==> config.mk <==
export PLATFORM = sky130hd
export DESIGN_NAME = agal_core
export DESIGN_NICKNAME = d
export VERILOG_FILES = /design/src/common/agal_pkg.sv /design/src/common/agal_lane_if.sv /design/src/core/agal_core.sv /design/src/core/agal_lane_shift.sv
export SDC_FILE = /design/constraint.sdc
export NUM_CORES = 1
export LEC_CHECK = 0
export ABC_AREA = 1
export BUFFER_PORTS_ARGS = -buffer_cell sky130_fd_sc_hd__buf_2
export CORE_MARGIN = 2
export CORE_UTILIZATION = 30
export DETAILED_ROUTE_END_ITERATION = 6
export PLACE_DENSITY = 0.54
export SETUP_SLACK_MARGIN = 0.4
export SYNTH_ARGS = -nofsm -noshare
export SYNTH_HDL_FRONTEND = slang
export SYNTH_SLANG_ARGS = --single-unit
==> constraint.sdc <==
create_clock -name clock -period 10.9 [get_ports clock]
set_clock_uncertainty 0.1 [all_clocks]
set_input_delay 1.09 -clock clock [delete_from_list [all_inputs] [get_ports clock]]
set_output_delay 1.09 -clock clock [all_outputs]
set_load 0.02 [all_outputs]
==> src/common/agal_pkg.sv <==
// Purpose: Shared constants and types for the address generation and alignment block.
// Assumes: 32-bit operand addresses, halfword-aligned instruction addresses.
// Notes: Counts and reset values live here so that every file uses one name.
package agal_pkg;
   localparam int unsigned ADDR_W = 32;
   localparam int unsigned DATA_W = 32;
   localparam int unsigned PC_W = 26;
   localparam int unsigned DISP9_W = 9;
   localparam int unsigned DISP22_W = 22;
   localparam int unsigned BITNUM_W = 3;
   localparam logic [31:0] ADDR_RESET = 32'h0000_0000;
   localparam logic [25:0] PC_RESET = 26'h000_0000;
   localparam logic [25:0] PC_STEP = 26'h000_0002;

   typedef enum logic [1:0] {
      AGAL_SZ_BYTE,
      AGAL_SZ_HALF,
      AGAL_SZ_WORD,
      AGAL_SZ_BIT
   } agal_size_t;

   typedef enum logic [1:0] {
      AGAL_BIT_SET,
      AGAL_BIT_CLEAR,
      AGAL_BIT_INVERT,
      AGAL_BIT_TEST
   } agal_bitop_t;

   typedef enum logic [1:0] {
      AGAL_PC_SEQ,
      AGAL_PC_REL9,
      AGAL_PC_REL22,
      AGAL_PC_HOLD
   } agal_pcop_t;
endpackage : agal_pkg

==> src/common/agal_lane_if.sv <==
// Purpose: Carries one byte-lane beat between the sequencer and the lane shifter.
// Assumes: Single clock domain.
// Notes: The sequencer drives the request side, the shifter answers combinationally.
`timescale 1ns/1ps
`default_nettype none
interface agal_lane_if;
   logic [1:0] offset;
   logic [31:0] wdata_in;
   logic [31:0] rdata_in;
   logic [31:0] wdata_out;
   logic [31:0] rdata_out;
   modport seq (output offset, output wdata_in, output rdata_in, input wdata_out, input rdata_out);
   modport shf (input offset, input wdata_in, input rdata_in, output wdata_out, output rdata_out);
endinterface : agal_lane_if
`default_nettype wire

==> src/core/agal_core.sv <==
// Purpose: Operand address generation, alignment, bit operations and program counter.
// Assumes: Bus answers with bus_ack; misalign strap is an asynchronous pin.
// Notes: An unaligned access with misalign enabled is split into two bus beats.
// How it works
// (RULE1) Multi-byte data is little endian with byte 0 least significant at the lowest address.
// (RULE2) A word at A covers A to A+3, and its low two address bits are zeroed when misalign is off.
// (RULE3) A halfword at A covers A and A+1, and its low address bit is zeroed when misalign is off.
// (RULE4) A bit operand is a byte address plus a three-bit bit number within that byte.
// (RULE5) Loads sign-extend or zero-extend 8 and 16 bit data to 32 bits as signedness asks.
// (RULE6) With misalign off the low address bits are masked before the access is issued.
// (RULE7) With misalign on any byte address is accepted and an unaligned access takes an extra beat.
// (RULE8) The misalign mode follows the level on the synchronised misalign enable pin.
// (RULE9) Full 32-bit operand addresses are driven over a linear 4 GB space.
// (RULE10) Instruction addresses are held in a 26-bit counter covering 64 MB.
// (RULE11) Without a branch the counter advances by the instruction length in steps of two.
// (RULE12) Relative branches add a sign-extended 9 or 22 bit displacement to the counter.
// (RULE13) Bit operations touch one byte and are set, clear, invert or test.
// (RULE14) Memory and I/O share the one operand space with no separate I/O strobe.
// (RULE15) Bit 0 of every branch target is forced to zero.
`timescale 1ns/1ps
`default_nettype none
module agal_core
   import agal_pkg::*;
(
   input wire logic clock,
   input wire logic rst,
   input wire logic misalign_enable_pin,
   input wire logic req_valid,
   input wire logic req_write,
   input wire agal_size_t req_size,
   input wire logic req_signed,
   input wire agal_bitop_t req_bitop,
   input wire logic [2:0] req_bitnum,
   input wire logic [31:0] req_addr,
   input wire logic [31:0] req_wdata,
   output logic req_ready,
   output logic resp_valid,
   output logic [31:0] resp_data,
   output logic resp_bit,
   output logic bus_req,
   output logic bus_write,
   output logic [31:0] bus_addr,
   output logic [3:0] bus_be,
   output logic [31:0] bus_wdata,
   input wire logic bus_ack,
   input wire logic [31:0] bus_rdata,
   input wire logic pc_step,
   input wire agal_pcop_t pc_op,
   input wire logic pc_long,
   input wire logic [21:0] pc_disp,
   output logic [25:0] pc_out
);
   typedef enum logic [2:0] {AGAL_IDLE, AGAL_BEAT0, AGAL_BEAT1, AGAL_BWRITE, AGAL_DONE} agal_state_t;

   ////////////////////////////////////////////////////////////////////////////////
   // Byte mask of an access size, placed at lane 0.
   function automatic logic [7:0] size_mask(input agal_size_t sz);
      case (sz)
         AGAL_SZ_WORD: size_mask = 8'h0F;
         AGAL_SZ_HALF: size_mask = 8'h03;
         default: size_mask = 8'h01;
      endcase
   endfunction : size_mask

   // True when the access is unaligned and so needs a second beat.
   // An odd halfword inside one word still spends that beat, with no lanes enabled, to keep the extra cycle.
   function automatic logic crosses(input agal_size_t sz, input logic [1:0] off);
      logic [7:0] m;
      m = size_mask(sz) << off;
      crosses = |m[7:4] || (sz == AGAL_SZ_HALF && off[0]);
   endfunction : crosses

   ////////////////////////////////////////////////////////////////////////////////
   // The first flop only feeds the second, as the pin is asynchronous.
   logic mis_meta_reg;
   logic mis_sync_reg;
   always_ff @(posedge clock or posedge rst) begin
      if (rst) begin
         mis_meta_reg <= 1'b0;
         mis_sync_reg <= 1'b0;
      end else begin
         mis_meta_reg <= misalign_enable_pin;
         mis_sync_reg <= mis_meta_reg; // RULE8
      end
   end

   ////////////////////////////////////////////////////////////////////////////////
   agal_state_t state_reg;
   logic write_reg;
   logic signed_reg;
   agal_size_t size_reg;
   agal_bitop_t bitop_reg;
   logic [2:0] bitnum_reg;
   logic [31:0] addr_reg;
   logic [31:0] wdata_reg;
   logic [31:0] rdata_reg;
   logic split_reg;

   logic [31:0] eff_addr;
   always_comb begin
      eff_addr = req_addr; // RULE9 RULE14
      if (!mis_sync_reg) begin
         if (req_size == AGAL_SZ_WORD) begin
            eff_addr[1:0] = 2'b00; // RULE2 RULE6
         end else if (req_size == AGAL_SZ_HALF) begin
            eff_addr[0] = 1'b0; // RULE3 RULE6
         end
      end
   end

   agal_lane_if lane ();
   agal_lane_shift u_shift (.lane(lane));

   logic [7:0] full_be;
   logic [31:0] word_addr;
   logic [31:0] byte_val;
   always_comb begin
      full_be = size_mask(size_reg) << addr_reg[1:0];
      word_addr = {addr_reg[31:2], 2'b00};
      lane.offset = addr_reg[1:0];
      lane.wdata_in = wdata_reg;
      lane.rdata_in = rdata_reg;
   end

   // The target byte is taken from the shifted read data, since the bus word holds it in its own lane.
   always_comb begin
      byte_val = {24'h000000, lane.rdata_out[7:0]};
      case (bitop_reg)
         AGAL_BIT_SET: byte_val[bitnum_reg] = 1'b1; // RULE4 RULE13
         AGAL_BIT_CLEAR: byte_val[bitnum_reg] = 1'b0; // RULE13
         AGAL_BIT_INVERT: byte_val[bitnum_reg] = ~lane.rdata_out[bitnum_reg]; // RULE13
         default: byte_val[bitnum_reg] = lane.rdata_out[bitnum_reg];
      endcase
   end

   ////////////////////////////////////////////////////////////////////////////////
   // Request capture and sequencing.
   always_ff @(posedge clock or posedge rst) begin
      if (rst) begin
         state_reg <= AGAL_IDLE;
         write_reg <= 1'b0;
         signed_reg <= 1'b0;
         size_reg <= AGAL_SZ_BYTE;
         bitop_reg <= AGAL_BIT_TEST;
         bitnum_reg <= 3'h0;
         addr_reg <= ADDR_RESET;
         wdata_reg <= 32'h0000_0000;
         split_reg <= 1'b0;
      end else begin
         case (state_reg)
            AGAL_IDLE: begin
               if (req_valid) begin
                  write_reg <= req_write;
                  signed_reg <= req_signed;
                  size_reg <= req_size;
                  bitop_reg <= req_bitop;
                  bitnum_reg <= req_bitnum;
                  addr_reg <= eff_addr;
                  wdata_reg <= req_wdata;
                  split_reg <= crosses(req_size, eff_addr[1:0]); // RULE7
                  state_reg <= AGAL_BEAT0;
               end
            end
            AGAL_BEAT0: begin
               if (bus_ack) begin
                  if (split_reg) begin
                     state_reg <= AGAL_BEAT1; // RULE7
                  end else if (size_reg == AGAL_SZ_BIT && bitop_reg != AGAL_BIT_TEST) begin
                     state_reg <= AGAL_BWRITE; // RULE13
                  end else begin
                     state_reg <= AGAL_DONE;
                  end
               end
            end
            AGAL_BEAT1: begin
               if (bus_ack) begin
                  state_reg <= AGAL_DONE;
               end
            end
            AGAL_BWRITE: begin
               if (bus_ack) begin
                  state_reg <= AGAL_DONE;
               end
            end
            AGAL_DONE: state_reg <= AGAL_IDLE;
            default: state_reg <= AGAL_IDLE;
         endcase
      end
   end

   // A split read is gathered into operand order, the second beat supplying the high lanes.
   always_ff @(posedge clock or posedge rst) begin
      if (rst) begin
         rdata_reg <= 32'h0000_0000;
      end else if (state_reg == AGAL_IDLE && req_valid) begin
         rdata_reg <= 32'h0000_0000;
      end else if (state_reg == AGAL_BEAT0 && bus_ack && !write_reg) begin
         rdata_reg <= bus_rdata; // RULE1
      end else if (state_reg == AGAL_BEAT1 && bus_ack && !write_reg) begin
         rdata_reg <= lane.rdata_out | (bus_rdata << {3'(3'd4 - {1'b0, addr_reg[1:0]}), 3'b000}); // RULE1 RULE7
      end
   end

   ////////////////////////////////////////////////////////////////////////////////
   // Bus drive, registered so that every output comes from a flop.
   always_ff @(posedge clock or posedge rst) begin
      if (rst) begin
         bus_req <= 1'b0;
         bus_write <= 1'b0;
         bus_addr <= ADDR_RESET;
         bus_be <= 4'h0;
         bus_wdata <= 32'h0000_0000;
      end else begin
         bus_req <= 1'b0;
         if ((state_reg == AGAL_BEAT0 || state_reg == AGAL_BEAT1 || state_reg == AGAL_BWRITE) && !bus_ack) begin
            bus_req <= 1'b1;
            bus_write <= write_reg || state_reg == AGAL_BWRITE;
            if (state_reg == AGAL_BEAT1) begin
               bus_addr <= word_addr + 32'h0000_0004; // RULE7
               bus_be <= full_be[7:4];
               bus_wdata <= wdata_reg >> {3'(3'd4 - {1'b0, addr_reg[1:0]}), 3'b000};
            end else if (state_reg == AGAL_BWRITE) begin
               bus_addr <= addr_reg; // RULE13
               bus_be <= full_be[3:0];
               bus_wdata <= byte_val << {addr_reg[1:0], 3'b000};
            end else begin
               bus_addr <= (size_reg == AGAL_SZ_BIT || size_reg == AGAL_SZ_BYTE) ? addr_reg : word_addr;
               bus_be <= full_be[3:0];
               bus_wdata <= lane.wdata_out;
            end
         end
      end
   end

   // A one-beat read arrives in lane order and is shifted down on completion.
   logic [31:0] op_val;
   always_comb begin
      op_val = split_reg ? rdata_reg : lane.rdata_out;
   end

   always_ff @(posedge clock or posedge rst) begin
      if (rst) begin
         resp_valid <= 1'b0;
         resp_data <= 32'h0000_0000;
         resp_bit <= 1'b0;
         req_ready <= 1'b0;
      end else begin
         resp_valid <= state_reg == AGAL_DONE;
         req_ready <= state_reg == AGAL_IDLE && !req_valid;
         if (state_reg == AGAL_DONE) begin
            resp_bit <= op_val[bitnum_reg]; // RULE4 RULE13
            case (size_reg)
               AGAL_SZ_HALF: resp_data <= {{16{signed_reg & op_val[15]}}, op_val[15:0]}; // RULE5
               AGAL_SZ_WORD: resp_data <= op_val; // RULE5
               default: resp_data <= {{24{signed_reg & op_val[7]}}, op_val[7:0]}; // RULE5
            endcase
         end
      end
   end

   ////////////////////////////////////////////////////////////////////////////////
   // Program counter.
   logic [25:0] disp_ext;
   always_comb begin
      if (pc_op == AGAL_PC_REL9) begin
         disp_ext = {{17{pc_disp[8]}}, pc_disp[8:0]}; // RULE12
      end else begin
         disp_ext = {{4{pc_disp[21]}}, pc_disp}; // RULE12
      end
   end

   always_ff @(posedge clock or posedge rst) begin
      if (rst) begin
         pc_out <= PC_RESET;
      end else if (pc_step) begin
         case (pc_op)
            AGAL_PC_SEQ: pc_out <= pc_out + (pc_long ? 26'(PC_STEP << 1) : PC_STEP); // RULE10 RULE11
            AGAL_PC_REL9, AGAL_PC_REL22: pc_out <= (pc_out + disp_ext) & 26'h3FF_FFFE; // RULE12 RULE15
            default: pc_out <= pc_out;
         endcase
      end
   end
endmodule : agal_core
`default_nettype wire

==> src/core/agal_lane_shift.sv <==
// Purpose: Moves bytes between operand order and bus lane order.
// Assumes: Little-endian lanes, lane 0 at the lowest address.
// Notes: Pure combinational shifter used for every first write beat, for one-beat reads and bit operations, and for the second read beat of a split access.
`timescale 1ns/1ps
`default_nettype none
module agal_lane_shift (
   agal_lane_if.shf lane
);
   // Write data is shifted up to the lane of the address; read data shifted down.
   always_comb begin
      lane.wdata_out = lane.wdata_in << {lane.offset, 3'b000}; // RULE1
      lane.rdata_out = lane.rdata_in >> {lane.offset, 3'b000}; // RULE1
   end
endmodule : agal_lane_shift
`default_nettype wire

# Yosys cells after proc, flatten, opt, wreduce, memory -nomap -nowiden
# Index checks and enable logic that the tools add are counted.
[word_totals]
inputBits = 136
regBits = 242
elab_cells = 127
[classes]
n_lt_le_gt_ge = 2
n_shift = 7
eq_ne = 17
n_addsub = 4
bitwise = 7
n_reduce_logical = 30
muxes = 38
[ops]
columns = ["cell", "count"]
rows = [
  ["$mux W32", 7],
  ["$pmux W32 S3", 1],
  ["$bwmux W32", 2],
  ["$pmux W32 S2", 1],
  ["$shl A32 B5 Y32", 2],
  ["$pmux W26 S2", 1],
  ["$add A32 B3 Y32 const B", 1],
  ["$and A8 B32 Y32", 1],
  ["$not A8 Y32", 1],
  ["$or A32 B32 Y32", 1],
  ["$shl A32 B6 Y32", 1],
  ["$shr A32 B5 Y32", 1],
  ["$shr A32 B6 Y32", 1],
  ["$add A26 B26 Y26", 1],
  ["$add A26 B3 Y26", 1],
  ["$mux W26", 1],
  ["$mux W3", 6],
  ["$mux W8", 2],
  ["$pmux W4 S2", 2],
  ["$shl A8 B2 Y8", 2],
  ["$eq A2 B2 Y1 const B", 5],
  ["$logic_and A1 B1 Y1", 10],
  ["$pmux W3 S3", 1],
  ["$eq A2 B1 Y1 const B", 4],
  ["other kinds (26)", 49],
]

# Longest topological paths before layout
# Gate-level depths: netlist (run 1).
[depth]
ltp_word = 10
ltp_mapped = 18

# Hierarchy
# From an unflattened synthesis (run 1), not the netlist that was laid out.
[unflattened]
hier_cells = 2643
area_unflattened_um2 = 17205.3
[by_module_without_submodules]
columns = ["module", "area_per_inst_um2", "cells_each", "seq_area_each_um2", "instances"]
rows = [
  ["agal_core", 15798.9, 2314, 6033.3, 1],
  ["agal_lane_shift", 1406.3, 329, 0.0, 1],
]

# Least setup slack after synthesis (run 1)
# Ideal clock, no wire load.
[synth_path]
path_type = "in2reg"
from = "input port pc_op[1]"
to = "register pc_out[21]"
t_required_ns = 10.678
path_slack_ns = 7.470
path_stages = 17
setup_ns = 0.122
arrival_time_ns = 3.208
path_buffers = 1
cell_sequence = "inv_1 -> ha_1 -> inv_1 -> or2_2 -> inv_1 -> clkbuf_1 -> nor2_1 -> ha_1 -> nand2_1 -> nor2_1 -> inv_1 -> nor3_1 -> nand3_1 -> nand3_1 -> nand2_1 -> nand3_1 -> a21oi_1"
[synth_via]
elab_chain_cells = 4
word_cells_on_any_way = 9
cone_classes = "1 x add/sub; 2 x eq/ne; 2 x mux; 4 x reduce/logical"
[synth_lines]
columns = ["element", "line_no", "text"]
rows = [
  ["start, declared", "agal_core.sv:48", "input wire agal_pcop_t pc_op,"],
  ["$eq A2 B1 Y1 or $eq A2 B2 Y1 (tied branches)", "agal_core.sv:265, agal_core.sv:276", ""],
  ["$mux W26 or $reduce_or A2 Y1 (tied branches)", "agal_core.sv:265, agal_core.sv:276", ""],
  ["$add A26 B26 Y26 or $reduce_bool A2 Y1 (tied branches)", "n/a", ""],
  ["$pmux W26 S2 or $reduce_and A2 Y1 (tied branches)", "n/a", ""],
  ["end signal, assigned", "agal_core.sv:277", "AGAL_PC_SEQ: pc_out <= pc_out + (pc_long ? 26'(PC_STEP << 1) : PC_STEP);"],
  ["end signal, assigned", "agal_core.sv:278", "AGAL_PC_REL9, AGAL_PC_REL22: pc_out <= (pc_out + disp_ext) & 26'h3FF_FFFE;"],
  ["end signal, assigned", "agal_core.sv:279", "default: pc_out <= pc_out;"],
  ["end, declared", "agal_core.sv:51", "output logic [25:0] pc_out"],
]
# Parallel ways exist; a longest one is shown, timed or not.
# A chain may end at the register's enable or synchronous reset.

# Worst setup path after layout (run 1)
[layout_path]
from = "input port pc_op[1]"
to = "register pc_out[15]"
# Same word-level chain as after synthesis.

==> out/metrics.cfg, run 1 <==
[logic_synthesis]
ys_warn_count = 0
synth_top_area_cell = dfrtp_1
async_flop_share_pct = 100.0
yosysMostFrequentCell = nand2_1
seq_area_frac_synth_pct = 37.22
synthTopCellsByArea = dfrtp_1 (37%), nand2_1 (13%), o21ai_0 (6.5%)
synth_top_area_share_pct = 36.89
synth_edf_count = 0
yosys-top-cells-count = nand2_1 (574), dfrtp_1 (239), nor2_1 (239)
ys.flop_type = dfrtp_1
synthesis.area_sq_um = 16210
synth_cell_types = 62
ys_ff_latch = 241
postSynthAreaPerCell_sq_um = 7.005
synthCells = 2314

[route]
wl_per_cell_um = 19.18
detail-route-antenna-nets = 0
drt-total-wl_um = 62070
drtPass1Iterations = 6
drt_iter0_markers = 1444
drc = 0
num_vias = 16970
viasPerCell = 5.245

[setup_path]
regToRegStartpoint = addr_reg[0]
cp.arrival_ns = 4.08
start_kind = input port
reg2reg_to = resp_data[22]
critical_path.cell_chain = buf_2 > inv_1 > ha_1 > inv_1 > or2_2 > inv_1 > nor2_1 > ha_1 > a21oi_1 > inv_1 > a21oi_1 > o21bai_1 > inv_1 > nand2_1 > nand2_1 > nand3_1 > a22oi_1
critPathMaxStageDelay_ns = 0.43
crit_required_ns = 11.25
crit_type = in2reg
path_common_cell = inv_1
critPathSlowestCell = ha_1
crit_path_max_fanout = 14
end_kind = flop
r2r_slack_ns = 7.48
worstRegToRegCells = 10

[floorplanning]
die_h_um = 236.5
start_util_pct = 30.24
core_area_sq_um = 53600
io-pin-count = 267
rows = 85
die-area_sq_um = 55910
die_w_um = 236.5

[sta]
report.final.slew_viol_count = 0
fmax_ghz = 0.2684
hold_viol = 0
max_slew_margin_pct = 29.07
hold_ws_ns = 0.2600
rsz0062_at_grt = no
fin_crit_ns = 3.725
tightestPinTransition_ns = 1.064
finalSetupViolations = 0
min_period_over_period_pct = 34.18
tns_ns = 0

[job]
maxCapViolations = 0

[worst_hold_path]
min_from = mis_meta_reg
hold_end = mis_sync_reg
holdPathStages = 0
hp-class = reg2reg

[clocking]
cts_setup_buffers = 0
post_cts_resized = 0
cts_hold_buf = 0
cts_buffer_depth = 3
h-tree-depth = 2
cts_sinks = 241
clkSlewWorstSetupHoldPaths_ns = 0.05
worstSkewPairLatency_ns = 0.57
cts_buffers = 34
root_buffer = clkbuf_16
cts_tree = built

[placement]
routabilityCongestion = 0.8895
dp.final_hpwl_um = 43790
port-buffer-count = 264

[global_routing]
grt_overflow = 0
grt_first_pass_wirelength_um = 95740
grtUsageTotal_pct = 21.77
grt_pass1_vias = 16580
antenna_found_initial = 8
grt_start_max_net_pins = 111

[pwr]
pwr-share-comb_pct = 53.5
p_int_uw = 2976
irDropWorstVdd_mv = 0.1588
p_switching_uw = 3185
p_leak_uw = 0.009143
p_sw_share_pct = 51.70
power.share.sequential_pct = 27.6
total_power_uw = 6161
pwr-share-clk_pct = 18.9
p_per_area_nw_per_um2 = 322.3

[layout]
syn2layout_area_growth_pct = 17.93
fill_cells = 5780
fin_nets = 2691
drive_gt1_share_pct = 16.31

[status]
status = completed

## layout by cell type (no fill, tap or decap), drive strengths merged, types with 45 or more instances in the layout
master | Yosys | final
dfrtp | 239 | 239
o21ai | 273 | 273
inv | 221 | 222
a21oi | 193 | 193
buf | 66 | 280
nor2 | 252 | 252
clkbuf | 49 | 45
nand4 | 57 | 57
nand2 | 580 | 580
nand3 | 142 | 142
## power by group through the flow
stage               Sequential, uW  Clock, uW  Combinational [uW]
floorplan                     1840          0                2090
global placement              1700          0                3240
detailed placement            1700          0                3270
CTS                           1700       1190                3290
global route                  1750       1230                3660
finish                        1700       1170                3300
## critical path: cells and delay by family
family	cells	cell delay (ns)
AOI/OAI and AO/OA	4	0.95
adders and majority gates	2	0.76
buffers and inverters	6	0.66
and+or+nand+nor	5	0.60
## logic make-up after synthesis
kind of cell / Yosys count / share of synthesized area (%)
buffers and inverters: 339 / 8.791
and+or+nand+nor: 1094 / 29.28
DFF: 241 / 37.22
xor gates and xnor gates: 38 / 2.053
adders and majority gates: 39 / 3.103
AOI/OAI and AO/OA: 561 / 19.47
muxes: 1 / 0.06175
other: 1 / 0.02313
## stage by stage
step	std cells	util (%)	instance area [sq um]	setup WS, ns
3_5_place_dp	3176	33.52	17970	6.698
3_3_place_gp	3176	33.52	17970	6.748
5_1_grt	3236	35.67	19120	6.908
6_report	3236	35.67	19120	7.175
4_1_cts	3235	35.66	19110	7.270
2_1_floorplan	2315	-	16210	3.097
## layout make-up
type,instances,area [sq um],area share (%)
antenna,1,2.502,0.01309
sequential,241,6037,31.58
clock buffer,45,952.2,4.981
tap,696,870.8,4.555
timing repair buffer,280,1441,7.540
clock inverter,14,196.4,1.028
multi-input combinational,1735,8761,45.83
inverter,224,855.8,4.477
## how the worst max path moves through the flow
| stage | from | end | slack, ns | depth (start not counted) |
|---|---|---|---|---|
| floorplan | rst | addr_reg[0] | 3.10 | 1 |
| global placement | pc_op[1] | pc_out[15] | 6.75 | 17 |
| detailed placement | pc_op[1] | pc_out[15] | 6.70 | 17 |
| CTS | pc_op[1] | pc_out[15] | 7.27 | 17 |
| global route | pc_op[1] | pc_out[15] | 6.91 | 17 |
| finish | pc_op[1] | pc_out[15] | 7.17 | 17 |
## layer usage
layer	share of wire (%)	global-route usage [%]	wire length, um
met5	0.11	0	68
met4	2.6	6.559	1596
met3	7.1	4.768	4419
met2	45	34.07	27810
met1	45	30.01	28180
(Power assumes the default switching activity.)
==> inputs of run 2 (changes only) <==
clock period = 3.55 ns   (was 10.9 ns; I/O delays follow)
==> run 2 against run 1 <==
Hold slack worse by 0.23 ns. Critical endpoint is now lane.rdata_in[25]. Non-clock buffer count is 120 higher. Clock power grew to 2.8 times the previous value. Sequential share of layout area is 1.7 points lower. Utilization is 2.1 points higher. Global-route usage is 0.64 points higher. Register-to-register slack worse by 6.9 ns. Via count is 3.2% higher. Routed wire length is 3.1% higher. Flip-flop and latch count stayed put. Die area stayed put. Largest power group unchanged.
==> out/metrics.cfg, run 2 (synthesized netlist as in run 1, its figures left out) <==
[status]
status = completed

[placement]
routabilityCongestion = 0.9165
dp.final_hpwl_um = 45460
placed_area_sq_um = 18180
port-buffer-count = 264

[sta]
min_period_over_period_pct = 84.75
finalSetupViolations = 0
tns_ns = 0
rsz0062_at_grt = no
max_slew_margin_pct = 13.14
fin_crit_ns = 3.009
report.final.slew_viol_count = 0
fmax_ghz = 0.3324
hold_viol = 0
tightestPinTransition_ns = 1.298
hold_ws_ns = 0.03430

[clocking]
clkSlewWorstSetupHoldPaths_ns = 0.06
cts_buffer_depth = 3
h-tree-depth = 1
root_buffer = clkbuf_16
cts_buffers = 31
worstSkewPairLatency_ns = 0.59
cts_tree = built
cts_sinks = 241

[job]
maxCapViolations = 0

[floorplanning]
die_h_um = 236.5
die_w_um = 236.5
io-pin-count = 267
rows = 85
core_area_sq_um = 53600
start_util_pct = 30.24
die-area_sq_um = 55910

[pwr]
p_switching_uw = 9818
power.share.sequential_pct = 27.4
pwr-share-comb_pct = 55.3
p_sw_share_pct = 51.80
pwr-share-clk_pct = 17.3
p_int_uw = 9134
p_per_area_nw_per_um2 = 936.6
p_leak_uw = 0.009606
irDropWorstVdd_mv = 0.4805

[global_routing]
grt_pass1_vias = 17350
use_met2_pct = 35.51
grt_first_pass_wirelength_um = 99360
grt-busiest-layer = met2
antenna_found_initial = 3
use_met3_pct = 3.719
grtUsageTotal_pct = 22.41
grt_start_max_net_pins = 159
grt_use_met1_pct = 31.12
grt_overflow = 0

[setup_path]
crit_path_max_fanout = 13
cp.arrival_ns = 3.41
regToRegStartpoint = addr_reg[0]
r2r_slack_ns = 0.54
worstRegToRegCells = 8
reg2reg_to = lane.rdata_in[25]
cp-startpoint = addr_reg[0]
start_kind = flop
crit_type = reg2reg
end_kind = flop
crit_required_ns = 3.95
critPathCapture = lane.rdata_in[25]

[route]
drt_iter0_markers = 1449
drtPass1Iterations = 5
viasPerCell = 5.224
drc = 0
num_vias = 17520
drt-total-wl_um = 63990
detail-route-antenna-nets = 0
wl_per_cell_um = 19.08

[layout]
design_area_sq_um = 20230
drive_gt1_share_pct = 16.13
final_cell_mix = nand2_1 (573), buf_2 (264), nor2_1 (238), dfrtp_1 (238), o21ai_0 (210)
fin_nets = 2808
layout.cells.most_common = nand2_1
syn2layout_area_growth_pct = 24.82
fill_cells = 5654
multi_input_area_sq_um = 8766
final-seq-area_sq_um = 6037

[worst_hold_path]
holdPathStages = 3
hp-class = in2reg

[run 2: cell types whose count changed in the layout (fill, tap and decap cells not counted), moves of 3 or more]
cell           previous run  this run
buf_4                    16        29
clkinvlp_4                0         4
dlygate4sd3_1             0       101
buf_12                    0         6
clkbuf_16                34        31
clkbuf_8                  6         2
[run 2: worst min path at each step]
stage | start | end | slack (ns)
6_report | bus_rdata[23] | lane.rdata_in[23] | 0.03
5_1_grt | bus_rdata[13] | lane.rdata_in[13] | 0.02
4_1_cts | bus_rdata[13] | lane.rdata_in[13] | 0.01
3_5_place_dp | mis_meta_reg | mis_sync_reg | 0.25
3_3_place_gp | mis_meta_reg | mis_sync_reg | 0.25
2_1_floorplan | mis_meta_reg | mis_sync_reg | 0.23
[run 2: critical path, stage by stage (launching register included)]
cell	delay (ns)
dfrtp_4	0.46
inv_2	0.05
ha_1	0.29
inv_1	0.04
nor2_1	0.96
inv_1	0.42
o21ai_0	0.33
o221ai_1	0.14
o21ai_1	0.12
[run 2: per-stage QoR]
step | utilization [%] | total power, uW | setup slack, ns | std cells
after global routing | 37.75 | 20420 | 0.4488 | 3352
final | 37.75 | 18950 | 0.5413 | 3353
after detailed placement | 33.92 | 15470 | 0.3977 | 3195
after global placement | 33.92 | 15320 | 0.3986 | 3195
after floorplan | - | 12060 | -0.06518 | 2315
after CTS | 37.73 | 18960 | 0.5610 | 3350
[run 2: area by class of cell]
| cell class | instances | share of cell area [%] |
|---|---|---|
| Antenna cell | 3 | 0.03710 |
| Clock buffer | 39 | 4.081 |
| Clock inverter | 15 | 1.014 |
| Inverter | 224 | 4.211 |
| Multi-Input combinational cell | 1735 | 43.32 |
| Sequential cell | 241 | 29.84 |
| Tap cell | 696 | 4.304 |
| Timing Repair Buffer | 400 | 13.20 |
[run 2: timing repair]
| item | 4_1_cts | 5_1_grt |
|---|---|---|
| endpoints found under the setup margin | 0 | 1 |
| buffers inserted | 0 | 0 |
| gates resized for setup | 0 | 1 |
| endpoints found under the hold margin | 127 | 0 |
| hold buffers | 101 | 0 |
[run 2: power by group through the flow]
stage	Clock (uW)	Combinational (uW)	Sequential, uW
after floorplan	0	6410	5650
after global placement	0	10100	5180
after detailed placement	0	10300	5210
after CTS	3370	10400	5180
after global routing	3460	11600	5340
final	3280	10500	5190
[run 2: layer usage]
layer / up-vias / wire [um] / part of all wire (%)
met2: 626 / 28510 / 45
met1: 8403 / 29330 / 46
met4: 0 / 1944 / 3.0
li1: 8366 / - / -
met3: 121 / 4202 / 6.6
met5: - / 0 / 0
==> inputs of run 3 (changes only) <==
clock period = 3.1 ns   (was 3.55 ns; I/O delays follow)
==> run 3 against run 2 <==
Flip-flop and latch count is the same. Cell count is 0.72% higher. Power up 21%. Via count is 0.79% higher. Routed wire length grew 0.85%. Sequential share of layout area fell by 0.79 points. Count of clock-buffer cells in the layout fell by 1. Hold slack worse by 0.0033 ns. Sequential power is 14% higher. Non-clock buffer count grew 19. First-iteration DRC count rose by 5.2%. Critical endpoint is now lane.rdata_in[22]. Largest cell class unchanged.
==> out/metrics.cfg, run 3 (synthesized netlist as in run 1, its figures left out) <==
[status]
status = completed

[layout]
layout.cells.most_common = nand2_1
final_cell_mix = nand2_1 (571), buf_2 (264), dfrtp_1 (237)
syn2layout_area_growth_pct = 28.23
design_area_sq_um = 20790
final-seq-area_sq_um = 6038
fill_cells = 5677
stdcell_count = 3377
fin_nets = 2831
multi_input_area_sq_um = 8833
drive_gt1_share_pct = 17.46

[clocking]
h-tree-depth = 2
worstSkewPairLatency_ns = 0.57
clkSlewWorstSetupHoldPaths_ns = 0.06
cts_buffer_depth = 3
root_buffer = clkbuf_16
cts_buffers = 34
cts_tree = built
cts_sinks = 241

[pwr]
p_leak_uw = 0.009875
pwr-share-clk_pct = 20.7
p_sw_share_pct = 50.08
p_int_uw = 11470
p_switching_uw = 11500
power.share.sequential_pct = 25.8
pwr-share-comb_pct = 53.5
irDropWorstVdd_mv = 0.4423
p_per_area_nw_per_um2 = 1105

[setup_path]
end_kind = flop
start_kind = flop
cp.arrival_ns = 2.92
reg2reg_to = lane.rdata_in[22]
crit_type = reg2reg
worstRegToRegCells = 10
critPathMaxStageDelay_ns = 0.53
critical_path.cell_chain = inv_2 > ha_1 > buf_4 > nor2_2 > inv_1 > a21oi_1 > nor2_1 > a21oi_1 > a211oi_1 > o21ai_1
crit_path_max_fanout = 34
path_common_cell = a21oi_1
crit_required_ns = 3.45
critPathSlowestCell = inv_1
r2r_slack_ns = 0.53
regToRegStartpoint = addr_reg[0]

[route]
drc = 0
drt_iter0_markers = 1525
detail-route-antenna-nets = 0
viasPerCell = 5.228
num_vias = 17660
wl_per_cell_um = 19.11
drtPass1Iterations = 6
drt-total-wl_um = 64530

[global_routing]
grt_start_max_net_pins = 87
grt_pass1_vias = 17290
grt_first_pass_wirelength_um = 99590
antenna_found_initial = 5
grtUsageTotal_pct = 22.61
grt_overflow = 0

[placement]
port-buffer-count = 264
dp.final_hpwl_um = 45880
placed_area_sq_um = 18340
dp_worst_setup_slack_ns = 0.1203
dp_cells = 3213
routabilityCongestion = 0.9021

[sta]
hold_viol = 0
finalSetupViolations = 0
setup_ws_ns = 0.5278
tightestPinTransition_ns = 0.9539
report.final.slew_viol_count = 0
min_period_over_period_pct = 82.97
hold_ws_ns = 0.03103
max_slew_margin_pct = 36.34
fmax_ghz = 0.3888
fin_crit_ns = 2.572
rsz0062_at_grt = no
tns_ns = 0

[worst_hold_path]
hp-class = in2reg
min_from = bus_rdata[19]
holdPathStages = 3
hold_end = lane.rdata_in[19]

[job]
maxCapViolations = 0

[floorplanning]
die_w_um = 236.5
start_util_pct = 30.24
die-area_sq_um = 55910
rows = 85
io-pin-count = 267
die_h_um = 236.5
core_area_sq_um = 53600

==> run 3: area by class of cell <==
cell class | instances | share of cell area [%]
antenna | 1 | 0.01204
clock buffer | 38 | 4.214
clock inverter | 22 | 2.251
inverter | 224 | 4.099
multi-input combinational | 1736 | 42.50
sequential | 241 | 29.05
tap | 696 | 4.189
timing repair buffer | 419 | 13.69
==> run 3: worst max path at each step <==
stage               slack, ns         from           endpoint
floorplan               -0.47          rst        addr_reg[0]
finish                   0.53  addr_reg[0]  lane.rdata_in[22]
detailed placement       0.12     pc_op[1]         pc_out[24]
global placement         0.12     pc_op[1]         pc_out[18]
global route             0.41    pc_out[1]         pc_out[21]
CTS                      0.42  addr_reg[1]      resp_data[30]
==> run 3: layer usage <==
layer / global-route usage, % / wire length (um) / vias up
li1: - / - / 8403
met1: 30.87 / 28870 / 8449
met2: 36.09 / 29100 / 663
met3: 4.057 / 4647 / 134
met4: 7.499 / 1875 / 6
met5: 0 / 37 / -
==> run 3: critical path, delay by kind of cell, from the launching register on <==
family / cells / cell delay, ns
buffers and inverters: 3 / 0.97
flip-flops: 1 / 0.47
AO/OA/AOI/OAI: 4 / 0.39
adder cells (fa/ha/maj): 1 / 0.30
AND/OR/NAND/NOR: 2 / 0.23
==> run 3: what timing repair did <==
item,CTS,global route
hold endpoints to repair,120,0
setup buffers,0,1
gates cloned,0,1
pin swaps,0,2
gates resized for setup,4,13
endpoints found under the setup margin,8,38
hold buffers,101,0
==> run 3: power by group through the flow <==
stage | Clock (uW) | Sequential, uW | Combinational [uW]
6_report | 4760 | 5930 | 12300
5_1_grt | 5000 | 6100 | 13600
4_1_cts | 4870 | 5900 | 12100
3_5_place_dp | 0 | 5940 | 12000
3_3_place_gp | 0 | 5900 | 11800
2_1_floorplan | 0 | 6470 | 7340
==> run 3: stage by stage <==
stage	util, %	total power, uW
finish	38.78	22970
global route	38.77	24730
CTS	38.64	22910
detailed placement	34.22	17900
global placement	34.22	17720
floorplan	-	13810
